--- src/shared/vomc_pkg.sv ---
// Purpose: Constants for the video output mode control register bank.
// Assumes: Register indices are multiplied by four to form APB byte addresses.
// Notes: Only the low byte of each 32-bit APB word carries register data.
package vomc_pkg;

  // Register indices; the byte address is four times the index.
  localparam logic [7:0] IDX_PORT_SEL = 8'h34;
  localparam logic [7:0] IDX_TX_MODE = 8'h49;
  localparam logic [7:0] IDX_SWING = 8'h4B;
  localparam logic [7:0] IDX_MON_SRC = 8'h52;
  localparam logic [7:0] IDX_MON_EN = 8'h56;
  localparam logic [7:0] IDX_MON_SRC2 = 8'h57;

  // APB address layout.
  localparam int unsigned PADDR_W = 12;
  localparam int unsigned PDATA_W = 32;
  localparam int unsigned REG_W = 8;

  // Field positions.
  localparam int unsigned POS_STRAP_SEL = 7;
  localparam int unsigned POS_OVR_EN = 6;
  localparam int unsigned POS_REG_SEL = 5;
  localparam int unsigned POS_MODE_LO = 0;
  localparam int unsigned POS_PORT1 = 0;
  localparam int unsigned POS_MON_BIT = 7;
  localparam int unsigned POS_MON_EN = 3;
  localparam int unsigned POS_MON_FIELD_LO = 1;

  // Reset values.
  localparam logic RST_OVR_EN = 1'h0;
  localparam logic RST_REG_SEL = 1'h0;
  localparam logic RST_PORT_SEL = 1'h0;
  localparam logic [7:0] RST_SWING = 8'h00;
  localparam logic RST_MON_BIT = 1'h0;
  localparam logic RST_MON_EN = 1'h0;
  localparam logic [1:0] RST_MON_FIELD = 2'h0;

  // Display output arrangement codes.
  localparam logic [1:0] MODE_DUAL = 2'h0;
  localparam logic [1:0] MODE_DUAL_SWAP = 2'h1;
  localparam logic [1:0] MODE_SINGLE = 2'h2;
  localparam logic [1:0] MODE_REPLICATE = 2'h3;

  // Output swing codes, lowest (190 mV) to highest (375 mV).
  localparam logic [1:0] SWING_190MV = 2'h0;
  localparam logic [1:0] SWING_375MV = 2'h3;

  // Monitor source field codes.
  localparam logic [1:0] FIELD_LANE0 = 2'h1;
  localparam logic [1:0] FIELD_LANE1 = 2'h2;

  // Strap code width: {map select, arrangement[1:0]}.
  localparam int unsigned STRAP_W = 3;

  // True when the index names a register of this bank.
  function automatic logic vomc_is_mapped(input logic [7:0] idx);
    return (idx == IDX_PORT_SEL) || (idx == IDX_TX_MODE) || (idx == IDX_SWING) ||
           (idx == IDX_MON_SRC) || (idx == IDX_MON_EN) || (idx == IDX_MON_SRC2);
  endfunction : vomc_is_mapped

  // Lane chosen for the monitor: the field wins when it holds a legal code.
  function automatic logic vomc_pick_lane(input logic sel_bit, input logic [1:0] field);
    if (field == FIELD_LANE1) begin
      return 1'b1;
    end else if (field == FIELD_LANE0) begin
      return 1'b0;
    end
    return sel_bit;
  endfunction : vomc_pick_lane

endpackage : vomc_pkg

--- src/shared/vomc_reg_if.sv ---
// Purpose: Carries register accesses from the bus slave to the bank.
// Assumes: One write strobe per completed APB write to a mapped word with byte lane 0 enabled; none otherwise.
// Notes: Read data is combinational from the bank.
`timescale 1ns/1ps
interface vomc_reg_if;
  logic wr_en;
  logic [7:0] idx;
  logic [7:0] wdata;
  logic [7:0] rdata;
  modport bus (output wr_en, output idx, output wdata, input rdata);
  modport bank (input wr_en, input idx, input wdata, output rdata);
endinterface : vomc_reg_if

--- src/design/vomc_apb_slave.sv ---
// Purpose: APB slave that turns transfers into register strobes.
// Assumes: Masters hold the request until pready is sampled high.
// Notes: Every transfer takes two access cycles; unmapped words answer pslverr.
`timescale 1ns/1ps
module vomc_apb_slave
  import vomc_pkg::*;
(
  input wire logic i_clk_sys,
  input wire logic i_sys_rst,
  input wire logic i_psel,
  input wire logic i_penable,
  input wire logic i_pwrite,
  input wire logic [PADDR_W-1:0] i_paddr,
  input wire logic [PDATA_W-1:0] i_pwdata,
  input wire logic [3:0] i_pstrb,
  output logic [PDATA_W-1:0] o_prdata,
  output logic o_pready,
  output logic o_pslverr,
  vomc_reg_if.bus reg_bus
);

  // Address decode and access phase detection.
  wire access = i_psel & i_penable;
  wire first_access = access & ~o_pready;
  wire aligned = (i_paddr[1:0] == 2'h0) && (i_paddr[PADDR_W-1:10] == 2'h0);
  wire [7:0] index = i_paddr[9:2];
  wire hit = aligned & vomc_is_mapped(index);

  // The write lands on the completing edge only, and only with lane 0 enabled.
  assign reg_bus.idx = index;
  assign reg_bus.wdata = i_pwdata[REG_W-1:0];
  assign reg_bus.wr_en = access & o_pready & i_pwrite & hit & i_pstrb[0];

  // Ready, read data and error are registered one cycle into the access.
  always_ff @(posedge i_clk_sys) begin
    if (i_sys_rst) begin
      o_pready <= 1'b0;
      o_prdata <= 32'h0000_0000;
      o_pslverr <= 1'b0;
    end else begin
      o_pready <= first_access;
      o_prdata <= (first_access & ~i_pwrite & hit) ? {24'h00_0000, reg_bus.rdata} : 32'h0000_0000;
      o_pslverr <= first_access & ~hit;
    end
  end

endmodule : vomc_apb_slave

--- src/design/vomc_pin_sync.sv ---
// Purpose: Three-stage synchroniser for the strap code pins.
// Assumes: The strap level is static for several cycles around reset.
// Notes: The held level changes only when stages two and three agree.
`timescale 1ns/1ps
module vomc_pin_sync #(
  parameter int unsigned WIDTH = 3
) (
  input wire logic i_clk_sys,
  input wire logic [WIDTH-1:0] i_pin,
  output logic [WIDTH-1:0] o_level
);

  logic [WIDTH-1:0] stage1;
  logic [WIDTH-1:0] stage2;
  logic [WIDTH-1:0] stage3;

  // Pipeline runs through reset so the level is settled at release.
  always_ff @(posedge i_clk_sys) begin
    stage1 <= i_pin;
    stage2 <= stage1;
    stage3 <= stage2;
    if (stage2 == stage3) begin
      o_level <= stage3;
    end
  end

endmodule : vomc_pin_sync

--- src/design/vomc_regs.sv ---
// Purpose: Output mode, swing and monitor control registers behind APB.
// Assumes: Reset is held at least four clock edges so the strap has settled.
// Notes: Recovered lane data comes from logic on the same clock.
//
// The APB register port was decided locally.
`timescale 1ns/1ps

// Summary of operation
// - Read-only bit shows strapped map select.
// - Override enable bit, reset zero.
// - Override set: register bit becomes map select.
// - Two-bit arrangement: dual, swapped, single, replicated.
// - Arrangement loads from strap at reset.
// - Two-bit swing code, reset zero, four levels; each port register keeps all eight written bits.
// - Monitor source bit picks lane zero or one.
// - Monitor enable bit gates driver, reset off.
// - Field code 01 lane zero, 10 lane one.
module vomc_regs
  import vomc_pkg::*;
(
  input wire logic i_clk_sys,
  input wire logic i_sys_rst,
  input wire logic i_psel,
  input wire logic i_penable,
  input wire logic i_pwrite,
  input wire logic [PADDR_W-1:0] i_paddr,
  input wire logic [PDATA_W-1:0] i_pwdata,
  input wire logic [3:0] i_pstrb,
  output logic [PDATA_W-1:0] o_prdata,
  output logic o_pready,
  output logic o_pslverr,
  input wire logic [STRAP_W-1:0] i_mode_strap_pin_zero,
  input wire logic i_serial_input_lane_zero,
  input wire logic i_serial_input_lane_one,
  output logic [1:0] o_display_output_arrangement,
  output logic o_map_select,
  output logic [REG_W-1:0] o_output_swing_code_port0,
  output logic [REG_W-1:0] o_output_swing_code_port1,
  output logic o_monitor_driver_enable,
  output logic o_loop_through_monitor_output
);

  vomc_reg_if reg_bus ();

  logic [STRAP_W-1:0] strap_level;
  logic strap_pending;
  logic strap_sel;
  logic ovr_en;
  logic reg_sel;
  logic second_port_select;
  logic monitor_source_bit;
  logic [1:0] monitor_source_field;

  // Bus slave; all APB outputs come from its flip-flops.
  vomc_apb_slave u_apb (
    .i_clk_sys(i_clk_sys),
    .i_sys_rst(i_sys_rst),
    .i_psel(i_psel),
    .i_penable(i_penable),
    .i_pwrite(i_pwrite),
    .i_paddr(i_paddr),
    .i_pwdata(i_pwdata),
    .i_pstrb(i_pstrb),
    .o_prdata(o_prdata),
    .o_pready(o_pready),
    .o_pslverr(o_pslverr),
    .reg_bus(reg_bus.bus)
  );

  // Strap pins cross into the clock domain through three stages.
  vomc_pin_sync #(
    .WIDTH(STRAP_W)
  ) u_strap_sync (
    .i_clk_sys(i_clk_sys),
    .i_pin(i_mode_strap_pin_zero),
    .o_level(strap_level)
  );

  // Write strobes per register.
  wire wr_port = reg_bus.wr_en && (reg_bus.idx == IDX_PORT_SEL);
  wire wr_mode = reg_bus.wr_en && (reg_bus.idx == IDX_TX_MODE);
  wire wr_swing = reg_bus.wr_en && (reg_bus.idx == IDX_SWING);
  wire wr_src = reg_bus.wr_en && (reg_bus.idx == IDX_MON_SRC);
  wire wr_en_reg = reg_bus.wr_en && (reg_bus.idx == IDX_MON_EN);
  wire wr_src2 = reg_bus.wr_en && (reg_bus.idx == IDX_MON_SRC2);
  wire [7:0] wd = reg_bus.wdata;

  // Effective map select and selected monitor lane.
  wire next_map_select = ovr_en ? reg_sel : strap_sel;
  wire mon_lane = vomc_pick_lane(monitor_source_bit, monitor_source_field);
  wire lane_data = mon_lane ? i_serial_input_lane_one : i_serial_input_lane_zero;
  wire next_monitor_out = o_monitor_driver_enable & lane_data;

  // Register images; reserved bits are constant zero, except in the swing image, which returns all eight stored bits.
  wire [7:0] img_port = {7'h00, second_port_select};
  wire [7:0] img_mode = {strap_sel, ovr_en, reg_sel, 3'h0,
                         o_display_output_arrangement};
  wire [7:0] img_swing = second_port_select ? o_output_swing_code_port1 :
                         o_output_swing_code_port0;
  wire [7:0] img_src = {monitor_source_bit, 7'h00};
  wire [7:0] img_en = {4'h0, o_monitor_driver_enable, 3'h0};
  wire [7:0] img_src2 = {5'h00, monitor_source_field, 1'h0};

  // Read multiplexer.
  assign reg_bus.rdata = (reg_bus.idx == IDX_PORT_SEL) ? img_port :
                         (reg_bus.idx == IDX_TX_MODE) ? img_mode :
                         (reg_bus.idx == IDX_SWING) ? img_swing :
                         (reg_bus.idx == IDX_MON_SRC) ? img_src :
                         (reg_bus.idx == IDX_MON_EN) ? img_en :
                         (reg_bus.idx == IDX_MON_SRC2) ? img_src2 : 8'h00;

  // Strap capture happens on the first edge after reset is released.
  always_ff @(posedge i_clk_sys) begin
    if (i_sys_rst) begin
      strap_pending <= 1'b1;
      strap_sel <= 1'b0;
    end else if (strap_pending) begin
      strap_pending <= 1'b0;
      strap_sel <= strap_level[STRAP_W-1];
    end
  end

  // Arrangement field: strap loads on the first edge after reset; a write wins over it in that cycle and at any time after.
  always_ff @(posedge i_clk_sys) begin
    if (i_sys_rst) begin
      o_display_output_arrangement <= MODE_DUAL;
    end else if (wr_mode) begin
      o_display_output_arrangement <= wd[POS_MODE_LO+:2];
    end else if (strap_pending) begin
      o_display_output_arrangement <= strap_level[1:0];
    end
  end

  // Override controls for the map select.
  always_ff @(posedge i_clk_sys) begin
    if (i_sys_rst) begin
      ovr_en <= RST_OVR_EN;
      reg_sel <= RST_REG_SEL;
    end else if (wr_mode) begin
      ovr_en <= wd[POS_OVR_EN];
      reg_sel <= wd[POS_REG_SEL];
    end
  end

  // Port select steers which port's swing register is reached.
  always_ff @(posedge i_clk_sys) begin
    if (i_sys_rst) begin
      second_port_select <= RST_PORT_SEL;
    end else if (wr_port) begin
      second_port_select <= wd[POS_PORT1];
    end
  end

  // Swing registers, one per output port.
  always_ff @(posedge i_clk_sys) begin
    if (i_sys_rst) begin
      o_output_swing_code_port0 <= RST_SWING;
      o_output_swing_code_port1 <= RST_SWING;
    end else if (wr_swing && second_port_select) begin
      o_output_swing_code_port1 <= wd;
    end else if (wr_swing) begin
      o_output_swing_code_port0 <= wd;
    end
  end

  // Monitor source and enable controls.
  always_ff @(posedge i_clk_sys) begin
    if (i_sys_rst) begin
      monitor_source_bit <= RST_MON_BIT;
      monitor_source_field <= RST_MON_FIELD;
      o_monitor_driver_enable <= RST_MON_EN;
    end else begin
      if (wr_src) begin
        monitor_source_bit <= wd[POS_MON_BIT];
      end
      if (wr_src2) begin
        monitor_source_field <= wd[POS_MON_FIELD_LO+:2];
      end
      if (wr_en_reg) begin
        o_monitor_driver_enable <= wd[POS_MON_EN];
      end
    end
  end

  // Registered outputs derived from the controls.
  always_ff @(posedge i_clk_sys) begin
    if (i_sys_rst) begin
      o_map_select <= 1'b0;
      o_loop_through_monitor_output <= 1'b0;
    end else begin
      o_map_select <= next_map_select;
      o_loop_through_monitor_output <= next_monitor_out;
    end
  end
endmodule : vomc_regs

--- config.mk ---
export PLATFORM = sky130hd
export DESIGN_NAME = vomc_regs
export DESIGN_NICKNAME = d
export VERILOG_FILES = /design/src/shared/vomc_pkg.sv /design/src/shared/vomc_reg_if.sv /design/src/design/vomc_apb_slave.sv /design/src/design/vomc_pin_sync.sv /design/src/design/vomc_regs.sv
export SDC_FILE = /design/constraint.sdc
export NUM_CORES = 1
export LEC_CHECK = 0
export BUFFER_PORTS_ARGS = -buffer_cell sky130_fd_sc_hd__buf_2
export CORE_ASPECT_RATIO = 1.25
export CORE_MARGIN = 4
export CORE_UTILIZATION = 49
export DETAILED_ROUTE_END_ITERATION = 12
export GPL_ROUTABILITY_DRIVEN = 1
export MAX_ROUTING_LAYER = met4
export PLACE_DENSITY = 0.84
export SLEW_MARGIN = 10
export SYNTH_ARGS = -nofsm -noshare
export SYNTH_HDL_FRONTEND = slang
export SYNTH_SLANG_ARGS = --single-unit
export TNS_END_PERCENT = 1
--- constraint.sdc ---
create_clock -name i_clk_sys -period 4 [get_ports i_clk_sys]
set_input_delay 0.6 -clock i_clk_sys [delete_from_list [all_inputs] [get_ports i_clk_sys]]
set_output_delay 0.6 -clock i_clk_sys [all_outputs]
set_load 0.01 [all_outputs]
---- Word level (Yosys, flattened, before mapping) ----
Cells that the tools add are included.
storage, ports and cells
  word-level logic and storage cells ...... 85
  input bits .............................. 58
  register bits ........................... 75
operators by class
  bitwise operators ....................... 16
  eq/ne operators ......................... 9
  mux-type cells .......................... 17
  reduce and logical (&&, ||, !) cells .... 20
operators with widths
  cell                                                 count
  equality test 8 x 7 -> 1 bit, second input constant  5
  2-to-1 mux 8 bit                                     5
  AND 1 bit                                            11
  equality test 8 x 6 -> 1 bit, second input constant  1
  logical AND 1 bit                                    8
  2-to-1 mux 1 bit                                     8
  logical OR 1 bit                                     5
  NOT 1 bit                                            5
  zero test 2 bit                                      2
  2-to-1 mux 2 bit                                     2
  2-to-1 mux 4 bit                                     1
  OR reduction 4 bit                                   1
  equality test 3 bit                                  1
  2-to-1 mux 3 bit                                     1
  OR reduction 3 bit                                   1
  equality test 2 x 1 -> 1 bit, second input constant  1
  equality test 2 bit, second input constant           1
  AND reduction 2 bit                                  1
  nonzero test 2 bit                                   1
  OR reduction 2 bit                                   1

---- Longest topological paths before layout ----
  word-level depth ........................ 13
  depth in mapped cells ................... 6
  mapped depth without buffers ............ 5

---- By module ----
From an unflattened synthesis, not the netlist that was laid out.
unflattened totals
  cell total of the unflattened synthesis .. 248
  area total of the unflattened synthesis .. 2488.6 µm²
modules (own cells, without submodules)
  module          area an instance (µm²)  cells an instance  seq. area each (µm²)  times used
  vomc_regs       1418.9                  148                580.6                 1
  vomc_apb_slave  763.2                   84                 200.2                 1
  vomc_pin_sync   306.5                   16                 270.3                 1

---- Least setup slack after synthesis ----
Ideal clock, no wire load.
  path kind ............................... input -> register
  start point ............................. input i_paddr[1]
  end point ............................... register o_output_swing_code_port0[1]
  path buffers ............................ 1
  slack ................................... 1.717 ns
  cell stages on the path ................. 5
  data required time ...................... 3.879 ns
  arrival time ............................ 2.162 ns
  path through ............................ or4_4 > or2_4 > or4_4 > buf_6 > mux2i_1
between the ends
  word-level cells in the longest chain between the ends .. 9
ends and longest elaborated chain
  element                            RTL line              RTL
  start: declaration                 vomc_regs.sv:26       input wire logic [PADDR_W-1:0] i_paddr,
  zero test 2 bit (*)                vomc_apb_slave.sv:25  wire aligned = (i_paddr[1:0] == 2'h0) && (i_paddr[PADDR_W-1:10] == 2'h0);
  logical AND 1 bit (*)              vomc_apb_slave.sv:25
  AND 1 bit (*)                      vomc_apb_slave.sv:27  wire hit = aligned & vomc_is_mapped(index);
  AND 1 bit (*) (2 in a row)         vomc_apb_slave.sv:32  assign reg_bus.wr_en = access & o_pready & i_pwrite & hit & i_pstrb[0];
  logical AND 1 bit (*)              vomc_regs.sv:82       wire wr_swing = reg_bus.wr_en && (reg_bus.idx == IDX_SWING);
  logical AND 1 bit                  vomc_regs.sv:159      end else if (wr_swing && second_port_select) begin
  NOT 1 bit (no line)                n/a
  AND reduction 2 bit (no line) (*)  n/a
  end signal: assignment             vomc_regs.sv:162      o_output_swing_code_port0 <= wd;
  end: declaration                   vomc_regs.sv:37       output logic [REG_W-1:0] o_output_swing_code_port0,
Mark *: on every way between the ends. The rest lies on a longest branch, timed or not.
A chain may end at the register's enable or synchronous reset.

---- Final worst setup path ----
  start point ............................. input i_paddr[6]
  end point ............................... register o_output_swing_code_port1[7]
between the ends
  word-level cells in the longest chain between the ends .. 11
  elaborated cells on any way between the ends .. 16
  classes of those cells .................. 6 x eq/ne; 3 x bitwise; 7 x reduce/logical
ends and longest elaborated chain
  element                                                                              RTL line              RTL
  equality test 8 x 6 -> 1 bit / equality test 8 x 7 -> 1 bit (equally long branches)  vomc_pkg.sv:57        return (idx == IDX_PORT_SEL) || (idx == IDX_TX_MODE) || (idx == IDX_SWING) ||
  logical OR 1 bit (3 in a row)                                                        vomc_pkg.sv:57
  logical OR 1 bit (2 in a row)                                                        vomc_pkg.sv:58        (idx == IDX_MON_SRC) || (idx == IDX_MON_EN) || (idx == IDX_MON_SRC2);
  AND 1 bit                                                                            vomc_apb_slave.sv:27
  AND 1 bit (2 in a row)                                                               vomc_apb_slave.sv:32
  logical AND 1 bit (*)                                                                vomc_regs.sv:82
  logical AND 1 bit (*)                                                                vomc_regs.sv:159
  end signal: assignment                                                               vomc_regs.sv:160      o_output_swing_code_port1 <= wd;
  end: declaration                                                                     vomc_regs.sv:38       output logic [REG_W-1:0] o_output_swing_code_port1,
Marked as above.

==> qor.yml <==
worst_setup_path:
  crit_path_start_kind: "primary input"
  r2r-end: "o_output_swing_code_port1[7]"
  critPathRequiredTime_ns: 4.22
  crit_path_end_kind: "flop"
  worst_ep_arrival_time_ns: 2.60
  critPathSlowestCell: "nor4_4"
  cp_cell_sequence: "buf_2, or3b_2, or2_1, nor4_4, mux2i_1"
  path_class: "in2reg"
  crit_fanout: 8
  rr_worst_depth: 3
  critical_path_buf_inv_count: 1
  r2r_start: "second_port_select"
  crit_cells: 5
  cpPeakStageDelay_ns: 0.84
  critPathTopFamily: "simple AND/OR/NAND/NOR gates"
  endpoint: "o_output_swing_code_port1[7]"
  regToRegSetupSlack_ns: 2.03
  crit_start: "i_paddr[6]"
timing:
  slew_viol_final: 0
  holdWs_ns: 0.3336
  setup_slack_ns: 1.630
  max_freq_mhz: 421.9
  fin_skew_ns: 0.009715
  max_slew_margin: 0.3973
  finalSetupTns_ns: 0
  tightest_slew_ns: 0.8973
  finalCriticalPeriod_ns: 2.370
  setup_violations: 0
  period_share: 0.5926
  hold_viol: 0
  rsz0062_at_grt: "false"
logic_synthesis:
  syn_inst: 224
  synthTopCellsByArea: "dfxtp_1 (42%), mux2i_1 (16%), nand2b_1 (8.4%)"
  synth_top_area_frac: 0.4163
  synthDistinctLibCells: 38
  yosysWarningCount: 0
  syn_area_um2: 2308
  synth_top_cell_by_area: "dfxtp_1"
  avgSynthCellArea_um2: 10.31
  ys_ff_latch: 51
  seq_area_frac_synth: 0.4553
clock_network:
  cts-resized-gates: 0
  clk_pin_slew_ns: 0.09
  cts_tree: "built"
  h-tree-depth: 2
  cts_max_path_buffers: 2
  clkSinkCount: 51
  cts_hold_buffers: 0
  post_cts_buffers: 0
  insertion_delay_ns: 0.30
  cts_root_buffer: "clkbuf_8"
  cts_buffers: 5
global_routing:
  grt_max_degree: 38
  track_usage: 0.1586
  antenna_found_initial: 0
  gr-total-overflow: 0
  grt_pass1_wl_mm: 7.320
  grt_pass1_vias: 1606
die:
  placementRows: 27
  coreArea_um2: 4493
  floorplan.initialDensity: 0.5138
  die-height_um: 84.74
  die_w_um: 69.39
  dieArea_um2: 5880
  ios: 113
place:
  dp.cells: 333
  dp_hpwl_mm: 3.305
  dp_slack_ns: 1.371
  gp_congestion: 0.8875
  placed_area_um2: 2550
  port_buffers: 61
power_and_ir_drop:
  leakagePower_nw: 1.216
  power_density_nw_per_um2: 333.6
  total_power_uw: 880.2
  ir_drop_mv: 0.2631
drt:
  drt_iter0_drc: 113
  first_pass_iters: 4
  remaining_drc_errors: 0
  ant_nets: 0
  vias: 1683
  drt-wirelength-per-cell_um: 12.87
  wl_mm: 4.390
  viasPerCell: 4.935
final_layout:
  fin_cells: 341
  finalInstanceArea_um2: 2639
  utilization: 0.5873
  nets: 341
  layout-drive-gt1-share: 0.2792
  area_delta_synth_final_pct: 14.31
  insertedDiodeCount: 0
run_status:
  status: "complete, no violations"
job:
  maxCapViolCount: 0
min_path:
  holdCritStartpoint: "u_strap_sync.stage1[1]"
  hold_path_class: "reg2reg"
synth_stat cells:
master,number
buf_4,24
dfxtp_1,48
nor3_1,7
nand3_1,5
nand4_1,3
xor2_1,3
conb_1,1
nor2b_1,3
nor4_4,1
nand2b_1,31
or4_4,2
or4_1,2
nand4bb_1,1
a32oi_1,2
nand3b_1,2
nor2_1,11
o31ai_1,1
or3b_2,2
nand2_1,4
or2_4,1
ha_1,1
or2_1,1
a21oi_1,3
clkbuf_1,7
or2_2,3
inv_1,1
a22oi_1,1
mux2_2,2
o21a_1,1
nand4b_1,1
nor3b_1,1
mux2i_1,36
edfxtp_1,3
o211ai_1,2
a211oi_1,3
buf_2,1
nor4_1,2
buf_6,1
placed cells by master, fill, tap and decap left out, drive strengths merged, types with 2 or more instances in the layout:
cell type / n
a21oi: 3
o211ai: 2
dfxtp: 48
mux2i: 36
mux2: 2
nand3: 5
or4: 4
conb: 24
xor2: 3
nand4: 3
nor2: 11
or2: 5
a211oi: 3
nor2b: 3
nor3: 7
edfxtp: 3
buf: 61
nor4: 3
inv: 2
clkbuf: 6
nand2: 4
nand3b: 2
a32oi: 2
or3b: 2
nand2b: 31
registers in the layout, indices dropped and copies added, names as in the netlist, 2 cells and up:
register	flops
u_strap_sync.stage1	3
u_strap_sync.stage2	3
o_display_output_arrangement	2
monitor_source_field	2
o_output_swing_code_port1	8
u_strap_sync.o_level	3
u_apb.o_prdata	8
u_strap_sync.stage3	3
o_output_swing_code_port0	8
cell type report:
| cell class | instances | area (um2) |
|---|---|---|
| clock inverters | 2 | 16.27 |
| multi-input cells | 162 | 1117 |
| well taps | 58 | 72.57 |
| inverters | 1 | 3.754 |
| repair buffers | 61 | 305.3 |
| clock buffers | 6 | 72.57 |
| flip-flops and latches | 51 | 1051 |
| fillers | 411 | 1854 |
metal layers:
metal / wire length [um] / track usage / vias up
met4: 99 / 0.06927 / 0
met3: 364 / 0.05629 / 9
met2: 2070 / 0.2431 / 67
met5: 0 / - / -
li1: - / - / 847
met1: 1856 / 0.1870 / 760
power by group:
group | leakage (nW) | internal [mW] | total [mW] | switching, mW
registers | 0.419 | 0.521 | 0.526 | 0.00482
clock network | 0.0418 | 0.126 | 0.291 | 0.166
logic | 0.756 | 0.0262 | 0.0629 | 0.0367
total | 1.22 | 0.673 | 0.880 | 0.207
kinds of logic after synthesis:
group / Yosys count / synth area share
muxes: 38 / 0.1659
DFF: 51 / 0.4553
and+or+nand+nor: 83 / 0.2222
buffers and inverters: 34 / 0.09810
other: 1 / 0.001624
adders and majority gates: 1 / 0.005419
xor gates and xnor gates: 3 / 0.01138
AOI/OAI and AO/OA: 13 / 0.04011
worst min path at each step:
| stage | endpoint | depth (start not counted) |
|---|---|---|
| after global placement | u_strap_sync.stage2[1] | 0 |
| after CTS | u_strap_sync.stage2[0] | 0 |
| after global routing | u_strap_sync.stage2[0] | 0 |
| after floorplan | u_strap_sync.stage2[0] | 0 |
| final | u_strap_sync.stage2[1] | 0 |
| after detailed placement | u_strap_sync.stage2[0] | 0 |
Power figures use the tool's default switching activity.
